## config.mk

```make
export PLATFORM = sky130hd
export DESIGN_NAME = cdr_lock_detect_output_blank_input
export DESIGN_NICKNAME = d
export VERILOG_FILES = /design/src/hw/cdr_pkg.sv /design/src/hw/meas_if.sv /design/src/hw/cdr_lock_detect_output_blank_input.sv /design/src/hw/freq_meter.sv /design/src/hw/output_blanker.sv
export SDC_FILE = /design/constraint.sdc
export NUM_CORES = 1
export LEC_CHECK = 0
export BUFFER_PORTS_ARGS = -buffer_cell sky130_fd_sc_hd__buf_4
export CAP_MARGIN = 20
export CELL_PAD_IN_SITES_DETAIL_PLACEMENT = 0
export CELL_PAD_IN_SITES_GLOBAL_PLACEMENT = 2
export CORE_ASPECT_RATIO = 1.1
export CORE_UTILIZATION = 36
export DETAILED_ROUTE_END_ITERATION = 8
export PLACE_DENSITY_LB_ADDON = 0.25
export REMOVE_ABC_BUFFERS = 1
export SLEW_MARGIN = 20
export SYNTH_ARGS = -nofsm -noshare
export SYNTH_HDL_FRONTEND = slang
export SYNTH_HIERARCHICAL = 1
export SYNTH_SLANG_ARGS = --single-unit
```

## constraint.sdc

```tcl
create_clock -name core_clk -period 3.74 [get_ports core_clk]
set_input_delay 1.122 -clock core_clk [delete_from_list [all_inputs] [get_ports core_clk]]
set_output_delay 1.122 -clock core_clk [all_outputs]
set_load 0.03 [all_outputs]
```

## src/hw/cdr_pkg.sv

```systemverilog
// constants shared by the lock-detect, meter and blanking logic
// assumes a 100 MHz core clock and an APB master with 32-bit data
package cdr_pkg;
  // ------------------------------------------------------------
  // register map
  // ------------------------------------------------------------
  localparam logic [7:0] ADDR_CTRL_A = 8'h00;
  localparam logic [7:0] ADDR_CTRL_B = 8'h04;
  localparam logic [7:0] ADDR_CTRL_C = 8'h08;
  localparam logic [7:0] ADDR_STATUS = 8'h0C;
  localparam logic [7:0] CTRL_A_RST = 8'h00;
  localparam logic [7:0] CTRL_B_RST = 8'h00;
  localparam logic [7:0] CTRL_C_RST = 8'h00;
  // ------------------------------------------------------------
  // field positions
  // ------------------------------------------------------------
  localparam int CA_REF_EN = 0;
  localparam int CA_RATIO_LO = 2;
  localparam int CA_RANGE_LO = 6;
  localparam int CB_STICKY_CLR = 6;
  localparam int CB_STATIC_PIN = 7;
  localparam int CC_SPLIT_BLANK = 1;
  localparam int ST_LIVE = 0;
  localparam int ST_FLL = 1;
  localparam int ST_STICKY = 4;
  localparam int ST_CODE_LO = 16;
  // ------------------------------------------------------------
  // frequency comparison
  // ------------------------------------------------------------
  localparam int LOCK_PPM = 250;
  localparam int LOSS_PPM = 1000;
  localparam int WIN_TICKS = 65536;
  localparam int HARM_EDGES = 65536;
  localparam logic [19:0] THR_LOCK = 20'(LOCK_PPM * WIN_TICKS / 1000000);
  localparam logic [19:0] THR_LOSS = 20'(LOSS_PPM * WIN_TICKS / 1000000);
  localparam logic [11:0] CODE_BOTTOM = 12'h000;
  localparam logic [11:0] STEP_FIRST = 12'h400;
  typedef enum logic [1:0] {
    ST_BOTTOM = 2'b00,
    ST_ADJUST = 2'b01,
    ST_LOCKED = 2'b10
  } acq_e;
endpackage : cdr_pkg

```

## src/hw/meas_if.sv

```systemverilog
// request and result of one frequency-measurement window
// assumes both ends run on core_clk
`timescale 1ns/10ps
`default_nettype none
interface meas_if;
  logic go;
  logic [3:0] divOsc;
  logic [1:0] divTgt;
  logic done;
  logic [19:0] oscCount;
  modport meter (input go, input divOsc, input divTgt, output done, output oscCount);
  modport ctrl (output go, output divOsc, output divTgt, input done, input oscCount);
endinterface : meas_if
`default_nettype wire

```

## src/hw/cdr_lock_detect_output_blank_input.sv

```systemverilog
// lock detection, frequency acquisition, harmonic check and blanking
// assumes APB master on core_clk; pins are asynchronous to it
// What this block does
// - error over 1000 ppm raises loss-of-lock and starts acquisition
// - each acquisition first resets oscillator code to bottom, 10 MHz
// - steps up large then smaller; drops loss-of-lock within 250 ppm
// - on lock the frequency loop turns off, phase loop takes over
// - three modes: normal, reference-assisted, sticky indication
// - locked in normal mode, error over 0.1% restarts from bottom
// - loss-of-lock stays high until within 250 ppm: hysteresis
// - reference mode compares divided oscillator with divided reference
// - status bit 4 sets on any loss-of-lock and stays set
// - writing 1 then 0 to control B bit 6 clears the sticky bit
// - control B bit 7 selects sticky or live on the pin
// - lower-harmonic input forces loss-of-lock and reacquisition
// - higher harmonic is caught by the ordinary frequency error
// - harmonic decision spans 2^16 new-rate data transitions
// - harmonic detector is off in reference mode
// - split bit 0: blanking high zeros clock and data
// - split bit 1: high zeros data only, low zeros clock only
//
// Added by the designer: the APB slave port and the address map.
`timescale 1ns/10ps
`default_nettype none
module cdr_lock_detect_output_blank_input #(
  parameter int WIN = cdr_pkg::WIN_TICKS,
  parameter int HARM = cdr_pkg::HARM_EDGES
) (
  // clock, reset, enable
  input wire logic core_clk,
  input wire logic sys_rst,
  input wire logic ce,
  // APB
  input wire logic psel,
  input wire logic penable,
  input wire logic pwrite,
  input wire logic [7:0] paddr,
  input wire logic [31:0] pwdata,
  output logic [31:0] prdata,
  output logic pready,
  output logic pslverr,
  // asynchronous pins
  input wire logic serialDataIn,
  input wire logic dataBitTick,
  input wire logic oscTick,
  input wire logic referenceClockInput,
  input wire logic outputBlankInput,
  input wire logic recClkIn,
  input wire logic retimedDataIn,
  // oscillator control
  output logic [11:0] oscCode,
  output logic fllEnable,
  // link-side outputs
  output logic lockLostFlag,
  output logic recoveredClockOut,
  output logic recoveredDataOutPos,
  output logic recoveredDataOutNeg
);
  // ------------------------------------------------------------
  // pin synchronisers
  // ------------------------------------------------------------
  wire [6:0] pinRaw = {retimedDataIn, recClkIn, outputBlankInput, referenceClockInput,
                       oscTick, dataBitTick, serialDataIn};
  logic [6:0] syncA;
  logic [6:0] syncB;
  logic [3:0] syncC;
  genvar gi;
  generate
    for (gi = 0; gi < 7; gi++) begin : g_sync
      always_ff @(posedge core_clk) begin
        if (sys_rst) begin
          syncA[gi] <= 1'b0;
          syncB[gi] <= 1'b0;
        end else if (ce) begin
          syncA[gi] <= pinRaw[gi];
          syncB[gi] <= syncA[gi];
        end
      end
    end
  endgenerate
  always_ff @(posedge core_clk) begin
    if (sys_rst) syncC <= 4'h0;
    else if (ce) syncC <= syncB[3:0];
  end
  wire dataEdge = syncB[0] ^ syncC[0];
  wire bitTickE = syncB[1] && !syncC[1];
  wire oscTickE = syncB[2] && !syncC[2];
  wire refTickE = syncB[3] && !syncC[3];

  // ------------------------------------------------------------
  // registers
  // ------------------------------------------------------------
  logic [7:0] controlWordA;
  logic [7:0] controlWordB;
  logic [7:0] controlWordC;
  logic sticky;
  logic liveLost;
  cdr_pkg::acq_e state;
  wire refEn = controlWordA[cdr_pkg::CA_REF_EN];
  wire apbAcc = psel && penable;
  wire apbDone = apbAcc && pready;
  wire apbWr = apbDone && pwrite;
  wire selA = paddr == cdr_pkg::ADDR_CTRL_A;
  wire selB = paddr == cdr_pkg::ADDR_CTRL_B;
  wire selC = paddr == cdr_pkg::ADDR_CTRL_C;
  wire selS = paddr == cdr_pkg::ADDR_STATUS;
  wire mapped = selA || selB || selC || selS;
  // a 1-then-0 sequence on the clear bit releases the sticky flag
  wire stickyClr = apbWr && selB && controlWordB[cdr_pkg::CB_STICKY_CLR]
                   && !pwdata[cdr_pkg::CB_STICKY_CLR];
  // a 0-to-1 on the reference enable starts a fresh lock-to-reference
  wire refRestart = apbWr && selA && !refEn && pwdata[cdr_pkg::CA_REF_EN];
  wire [31:0] statusWord = {4'h0, oscCode, 11'h000, sticky, 2'b00, fllEnable, liveLost};
  wire [31:0] readMux = selA ? {24'h000000, controlWordA} :
                        selB ? {24'h000000, controlWordB} :
                        selC ? {24'h000000, controlWordC} :
                        selS ? statusWord : 32'h00000000;

  always_ff @(posedge core_clk) begin
    if (sys_rst) begin
      pready <= 1'b0;
      pslverr <= 1'b0;
      prdata <= 32'h00000000;
      controlWordA <= cdr_pkg::CTRL_A_RST;
      controlWordB <= cdr_pkg::CTRL_B_RST;
      controlWordC <= cdr_pkg::CTRL_C_RST;
    end else if (ce) begin
      // one wait state: pready follows the first access cycle
      pready <= apbAcc && !pready;
      pslverr <= apbAcc && !pready && !mapped;
      prdata <= (apbAcc && !pready && !pwrite) ? readMux : 32'h00000000;
      if (apbWr && selA) controlWordA <= pwdata[7:0];
      if (apbWr && selB) controlWordB <= pwdata[7:0];
      if (apbWr && selC) controlWordC <= pwdata[7:0];
    end
  end

  // ------------------------------------------------------------
  // frequency meter
  // ------------------------------------------------------------
  meas_if mi ();
  logic go;
  assign mi.go = go;
  assign mi.divOsc = refEn ? controlWordA[cdr_pkg::CA_RATIO_LO +: 4] : 4'h0;
  assign mi.divTgt = refEn ? controlWordA[cdr_pkg::CA_RANGE_LO +: 2] : 2'b00;
  freq_meter #(.WIN(WIN)) u_meter (
    .core_clk(core_clk),
    .sys_rst(sys_rst),
    .ce(ce),
    .oscTick(oscTickE),
    .tgtTick(refEn ? refTickE : bitTickE),
    .m(mi.meter)
  );
  localparam logic [19:0] WIN20 = 20'(WIN);
  wire oscLow = mi.oscCount < WIN20;
  wire [19:0] absErr = oscLow ? WIN20 - mi.oscCount : mi.oscCount - WIN20;
  wire inLock = absErr <= cdr_pkg::THR_LOCK;
  wire overLoss = absErr > cdr_pkg::THR_LOSS;

  // ------------------------------------------------------------
  // harmonic detector
  // ------------------------------------------------------------
  logic [1:0] runLen;
  logic shortSeen;
  logic [16:0] edgeCnt;
  wire harmArm = (state == cdr_pkg::ST_LOCKED) && !refEn;
  wire harmEnd = harmArm && dataEdge && (edgeCnt == 17'(HARM - 1));
  // no single-bit run in the whole span means the data slowed by a harmonic
  wire harmHit = harmEnd && !shortSeen && !(runLen == 2'd1);
  always_ff @(posedge core_clk) begin
    if (sys_rst) begin
      runLen <= 2'd0;
      shortSeen <= 1'b0;
      edgeCnt <= 17'h00000;
    end else if (ce) begin
      if (!harmArm || harmEnd) begin
        runLen <= 2'd0;
        shortSeen <= 1'b0;
        edgeCnt <= 17'h00000;
      end else if (dataEdge) begin
        runLen <= 2'd0;
        if (runLen == 2'd1) shortSeen <= 1'b1;
        edgeCnt <= edgeCnt + 17'h00001;
      end else if (oscTickE && runLen != 2'd3) begin
        runLen <= runLen + 2'd1;
      end
    end
  end

  // ------------------------------------------------------------
  // acquisition state machine
  // ------------------------------------------------------------
  logic [11:0] step;
  cdr_pkg::acq_e next_state;
  always_comb begin
    next_state = state;
    case (state)
      cdr_pkg::ST_BOTTOM: next_state = cdr_pkg::ST_ADJUST;
      cdr_pkg::ST_ADJUST: if (mi.done && inLock) next_state = cdr_pkg::ST_LOCKED;
      cdr_pkg::ST_LOCKED: if ((mi.done && overLoss) || harmHit) begin
        next_state = cdr_pkg::ST_BOTTOM;
      end
      default: next_state = cdr_pkg::ST_BOTTOM;
    endcase
    if (refRestart) next_state = cdr_pkg::ST_BOTTOM;
  end

  always_ff @(posedge core_clk) begin
    if (sys_rst) begin
      state <= cdr_pkg::ST_BOTTOM;
      oscCode <= cdr_pkg::CODE_BOTTOM;
      step <= cdr_pkg::STEP_FIRST;
      go <= 1'b0;
      liveLost <= 1'b1;
      fllEnable <= 1'b1;
    end else if (ce) begin
      state <= next_state;
      liveLost <= next_state != cdr_pkg::ST_LOCKED;
      fllEnable <= next_state != cdr_pkg::ST_LOCKED;
      go <= (next_state != cdr_pkg::ST_BOTTOM) && (state == cdr_pkg::ST_BOTTOM || mi.done);
      if (next_state == cdr_pkg::ST_BOTTOM) begin
        oscCode <= cdr_pkg::CODE_BOTTOM;
        step <= cdr_pkg::STEP_FIRST;
      end else if (state == cdr_pkg::ST_ADJUST && mi.done && !inLock) begin
        if (oscLow) begin
          // large steps first; saturate at the top of the range
          oscCode <= (oscCode > 12'hFFF - step) ? 12'hFFF : oscCode + step;
        end else begin
          // overshoot: back off and refine the step
          oscCode <= (oscCode < step) ? cdr_pkg::CODE_BOTTOM : oscCode - step;
          if (step != 12'h001) step <= step >> 1;
        end
      end
    end
  end

  // ------------------------------------------------------------
  // sticky flag and pin
  // ------------------------------------------------------------
  always_ff @(posedge core_clk) begin
    if (sys_rst) begin
      sticky <= 1'b0;
      lockLostFlag <= 1'b1;
    end else if (ce) begin
      sticky <= liveLost || (sticky && !stickyClr);
      lockLostFlag <= controlWordB[cdr_pkg::CB_STATIC_PIN] ? sticky : liveLost;
    end
  end

  output_blanker u_blank (
    .core_clk(core_clk),
    .sys_rst(sys_rst),
    .ce(ce),
    .blank(syncB[4]),
    .splitMode(controlWordC[cdr_pkg::CC_SPLIT_BLANK]),
    .clkIn(syncB[5]),
    .dataIn(syncB[6]),
    .recovered_clock_out(recoveredClockOut),
    .dataPos(recoveredDataOutPos),
    .dataNeg(recoveredDataOutNeg)
  );
endmodule : cdr_lock_detect_output_blank_input
`default_nettype wire

```

## src/hw/freq_meter.sv

```systemverilog
// counts divided oscillator ticks over a window of divided target ticks
// assumes tick inputs are one-cycle pulses already in the core_clk domain
`timescale 1ns/10ps
`default_nettype none
module freq_meter #(
  parameter int WIN = cdr_pkg::WIN_TICKS
) (
  // clock, reset, enable
  input wire logic core_clk,
  input wire logic sys_rst,
  input wire logic ce,
  // ticks
  input wire logic oscTick,
  input wire logic tgtTick,
  // control side
  meas_if.meter m
);
  logic [7:0] oscPre;
  logic [3:0] tgtPre;
  logic [16:0] tgtCnt;
  logic running;
  wire [7:0] oscMask = 8'((16'h0001 << m.divOsc) - 16'h0001);
  wire [3:0] tgtMask = 4'((8'h01 << m.divTgt) - 8'h01);
  wire oscDiv = oscTick && ((oscPre & oscMask) == oscMask);
  wire tgtDiv = tgtTick && ((tgtPre & tgtMask) == tgtMask);
  wire lastTick = running && tgtDiv && (tgtCnt == 17'(WIN - 1));

  always_ff @(posedge core_clk) begin
    if (sys_rst) begin
      oscPre <= 8'h00;
      tgtPre <= 4'h0;
      tgtCnt <= 17'h00000;
      running <= 1'b0;
      m.done <= 1'b0;
      m.oscCount <= 20'h00000;
    end else if (ce) begin
      m.done <= lastTick;
      if (oscTick) oscPre <= oscPre + 8'h01;
      if (tgtTick) tgtPre <= tgtPre + 4'h1;
      if (m.go) begin
        running <= 1'b1;
        tgtCnt <= 17'h00000;
        m.oscCount <= 20'h00000;
      end else if (running) begin
        if (oscDiv && m.oscCount != 20'hFFFFF) m.oscCount <= m.oscCount + 20'h00001;
        if (tgtDiv) tgtCnt <= tgtCnt + 17'h00001;
        if (lastTick) running <= 1'b0;
      end
    end
  end
endmodule : freq_meter
`default_nettype wire

```

## src/hw/output_blanker.sv

```systemverilog
// forces recovered clock and/or data to zero under the blanking input
// assumes synchronised level inputs
`timescale 1ns/10ps
`default_nettype none
module output_blanker (
  // clock, reset, enable
  input wire logic core_clk,
  input wire logic sys_rst,
  input wire logic ce,
  // control
  input wire logic blank,
  input wire logic splitMode,
  // recovered signals
  input wire logic clkIn,
  input wire logic dataIn,
  output logic recovered_clock_out,
  output logic dataPos,
  output logic dataNeg
);
  wire killBoth = !splitMode && blank;
  wire killData = killBoth || (splitMode && blank);
  wire killClk = killBoth || (splitMode && !blank);

  always_ff @(posedge core_clk) begin
    if (sys_rst) begin
      recovered_clock_out <= 1'b0;
      dataPos <= 1'b0;
      dataNeg <= 1'b0;
    end else if (ce) begin
      recovered_clock_out <= killClk ? 1'b0 : clkIn;
      dataPos <= killData ? 1'b0 : dataIn;
      dataNeg <= killData ? 1'b0 : !dataIn;
    end
  end
endmodule : output_blanker
`default_nettype wire

```

==> results.py <==
metrics = {
    "routing": {
        "drc": 0,
        "ant_nets": 0,
        "via_count": 8683,
        "drt-initial-drc-count": 527,
        "firstDrtPassIters": 6,
        "routedWlPerCell_um": 16.3,
        "totalWireLength_um": 26300,
        "routed_via_density": 5.37,
    },
    "clock_tree": {
        "cts_resized": 0,
        "ctsHoldBuffers": 0,
        "cts_tree": "built",
        "clk_pin_slew_ns": 0.07,
        "cts.root.buffer_cell": "clkbuf_16",
        "cts_sinks": 166,
        "postCtsSetupRepairBufs": 0,
        "clockBufferDepth": 2,
        "cts_made_buffers": 17,
        "clk_latency_ns": 0.43,
        "htreeDepth": 4,
    },
    "global_routing": {
        "overflow": 0,
        "grt_busiest_layer": "met2",
        "use_met3_pct": 3.14,
        "grtUsageTotal_pct": 19.0,
        "grt_pass1_vias": 8260,
        "grt_pass1_wl_um": 43600,
        "antenna_found_initial": 0,
        "grt_util_met1_pct": 25.9,
        "grt_max_degree": 47,
        "use_met2_pct": 31.2,
    },
    "yosys": {
        "ys_ff_latch": 166,
        "yosysSeqAreaShare_pct": 33.7,
        "synth_mux_area_share_pct": 6.72,
        "synth_area_leaders": "dfxtp_1 (34%), nor2_1 (6.7%), mux2i_1 (6.5%)",
        "synth_cells": 1198,
        "synth_edf_count": 0,
        "async_reset_ff_share_pct": 0,
        "synthSimpleGateAreaFrac_pct": 26.6,
        "synth_area_leader_cell": "dfxtp_1",
        "syn_area_mm2": 0.00987,
        "netlist.area_leader.share_pct": 33.7,
        "avgSynthCellArea_um2": 8.24,
        "yosysUniqueCellTypes": 92,
        "yosys_warnings": 6,
        "synth_xor_area_share_pct": 3.19,
        "synth_compound_gate_area_share_pct": 18.3,
        "synth_ff_type": "dfxtp_1",
        "synth_commonest_cells": "nor2_1 (175), dfxtp_1 (166), nand2_1 (90)",
        "synth_top_family_by_area": "simple AND/OR/NAND/NOR gates",
        "synth.most_common_cell": "nor2_1",
        "synthAdderAreaFrac_pct": 5.47,
    },
    "hold_path": {
        "min_path_cells": 2,
        "min_path_type": "flop to flop",
    },
    "sta": {
        "fmax_ghz": 0.294,
        "period_share_pct": 90.8,
        "setup_viol_count_final": 0,
        "relSlewSlack_pct": 38.2,
        "fin_crit_ns": 3.40,
        "worst_slew_pin_slew_ns": 0.926,
        "rsz0062_at_grt": "no",
        "timing.hold.ws_ns": 0.461,
        "finalHoldViolations": 0,
        "tns_ns": 0,
        "setup_slack_ns": 0.344,
        "clock_skew_ns": 0.0103,
        "finalMaxSlewViolations": 0,
    },
    "final_layout": {
        "finish.utilization_pct": 42.1,
        "final_cells": 1616,
        "nNetsFinal": 1341,
        "area_delta_synth_final_pct": 14.9,
        "fillCellCount": 2815,
        "fin_area_mm2": 0.0113,
        "drive_gt1_share_pct": 13.8,
        "num_antenna_cells": 0,
    },
    "die": {
        "die_x_um": 160,
        "die_area_mm2": 0.0281,
        "rows": 63,
        "ios": 104,
        "chipHeight_um": 176,
        "start_util_pct": 36.6,
        "core_mm2": 0.0270,
    },
    "place": {
        "io_buffers": 67,
        "place_inst": 1584,
        "dpl_worst_slack_ns": 0.177,
        "place_hpwl_um": 19200,
        "place_area_mm2": 0.0107,
        "place.gp.congestion": 0.803,
    },
    "outcome": {
        "status": "complete, no violations",
    },
    "critical_path": {
        "criticalPathCategory": "flop to flop",
        "cp-end-kind": "flop",
        "required_ns": 4.09,
        "worstRegToRegCells": 14,
        "crit_arrival_ns": 3.74,
        "startpoint_type": "flop",
        "crit_fanout": 8,
    },
    "power": {
        "finalPower_mw": 3.89,
        "peakVddDrop_v": 0.000249,
        "power_density_mw_per_mm2": 343,
        "p_leak_nw": 4.58,
    },
    "job": {
        "maxCapViolations": 0,
    },
}
cells in the final DEF, fill, tap and decap left out, types with 8 or more instances in the layout:
| master | synthesis | layout |
|---|---|---|
| a21oi_1 | 56 | 56 |
| a22oi_1 | 17 | 17 |
| a311oi_1 | 11 | 11 |
| a31o_2 | 9 | 9 |
| a31oi_1 | 13 | 13 |
| a41o_1 | 8 | 8 |
| and2_1 | 12 | 12 |
| and3_1 | 25 | 25 |
| and4_1 | 10 | 10 |
| buf_4 | 14 | 101 |
| clkbuf_16 | 0 | 17 |
| conb_1 | 1 | 12 |
| dfxtp_1 | 166 | 166 |
| ha_1 | 40 | 40 |
| inv_1 | 46 | 46 |
| mux2i_1 | 64 | 64 |
| nand2_1 | 90 | 90 |
| nand2b_1 | 18 | 18 |
| nand3_1 | 34 | 34 |
| nand4_1 | 26 | 26 |
| nor2_1 | 175 | 175 |
| nor2b_1 | 12 | 12 |
| nor3_1 | 23 | 23 |
| nor4_1 | 14 | 14 |
| nor4b_1 | 10 | 10 |
| o21a_1 | 10 | 10 |
| o21ai_0 | 35 | 35 |
| o221ai_1 | 8 | 8 |
| o32ai_1 | 14 | 14 |
| or3_1 | 15 | 15 |
| xnor2_1 | 20 | 20 |
| xor2_1 | 16 | 16 |
sequential cells by signal, indices dropped and copies added, names as in the netlist, 8 cells and up:
signal / cells
controlWordC: 8
edgeCnt: 17
controlWordB: 8
oscCode: 12
prdata: 20
step: 11
controlWordA: 8
u_meter/oscPre: 8
u_meter/m.oscCount: 20
u_meter/tgtCnt: 17
area by class of cell:
type | count | area, um2 | share of cell area, %
multi-input combinational | 913 | 6000 | 52.9
sequential | 166 | 3320 | 29.3
clock buffer | 18 | 439 | 3.87
inverter | 47 | 176 | 1.56
tap | 357 | 447 | 3.94
timing repair buffer | 101 | 758 | 6.68
clock inverter | 14 | 198 | 1.74
per-layer routing:
metal	vias to the layer above	routed length [um]
li1	4412	-
met1	4094	13000
met2	160	12100
met3	17	953
met4	0	198
met5	-	0
worst max-delay path, stage by stage, from the launching register on:
cell and delay [ns]:
dfxtp_1 0.38, and3_1 0.28, nand4_1 0.15, nor2_1 0.18, nand2_1 0.09, nor3_1 0.25
ha_1 0.19, nand2_1 0.10, o41ai_1 0.28, buf_4 0.21, o21a_1 0.14, nor2_1 0.06
a311o_1 0.44, and2_4 0.24, o41ai_4 0.31
path summary, 6_finish.rpt:
path / startpoint / endpoint / slack, ns
worst max register to register: edgeCnt[3] / oscCode[9] / 0.34
worst min-delay path: prdata[1] / prdata[1] / 0.46
worst max-delay path: edgeCnt[3] / oscCode[9] / 0.34
worst min register to register: prdata[1] / prdata[1] / 0.46
report_power, final:
part	switching (mW)	total, mW	internal, mW
combinational	0.124	0.185	0.0610
clock	0.763	1.91	1.14
sequential	0.0122	1.79	1.78
logic make-up after synthesis:
kind of cell,count (synthesis)
buf+inv,130
mux,66
fa+ha+maj,42
flops,166
compound gates,252
xor+xnor,36
simple gates,505
other cells,1
No activity file was read; power rests on OpenSTA's default activity.
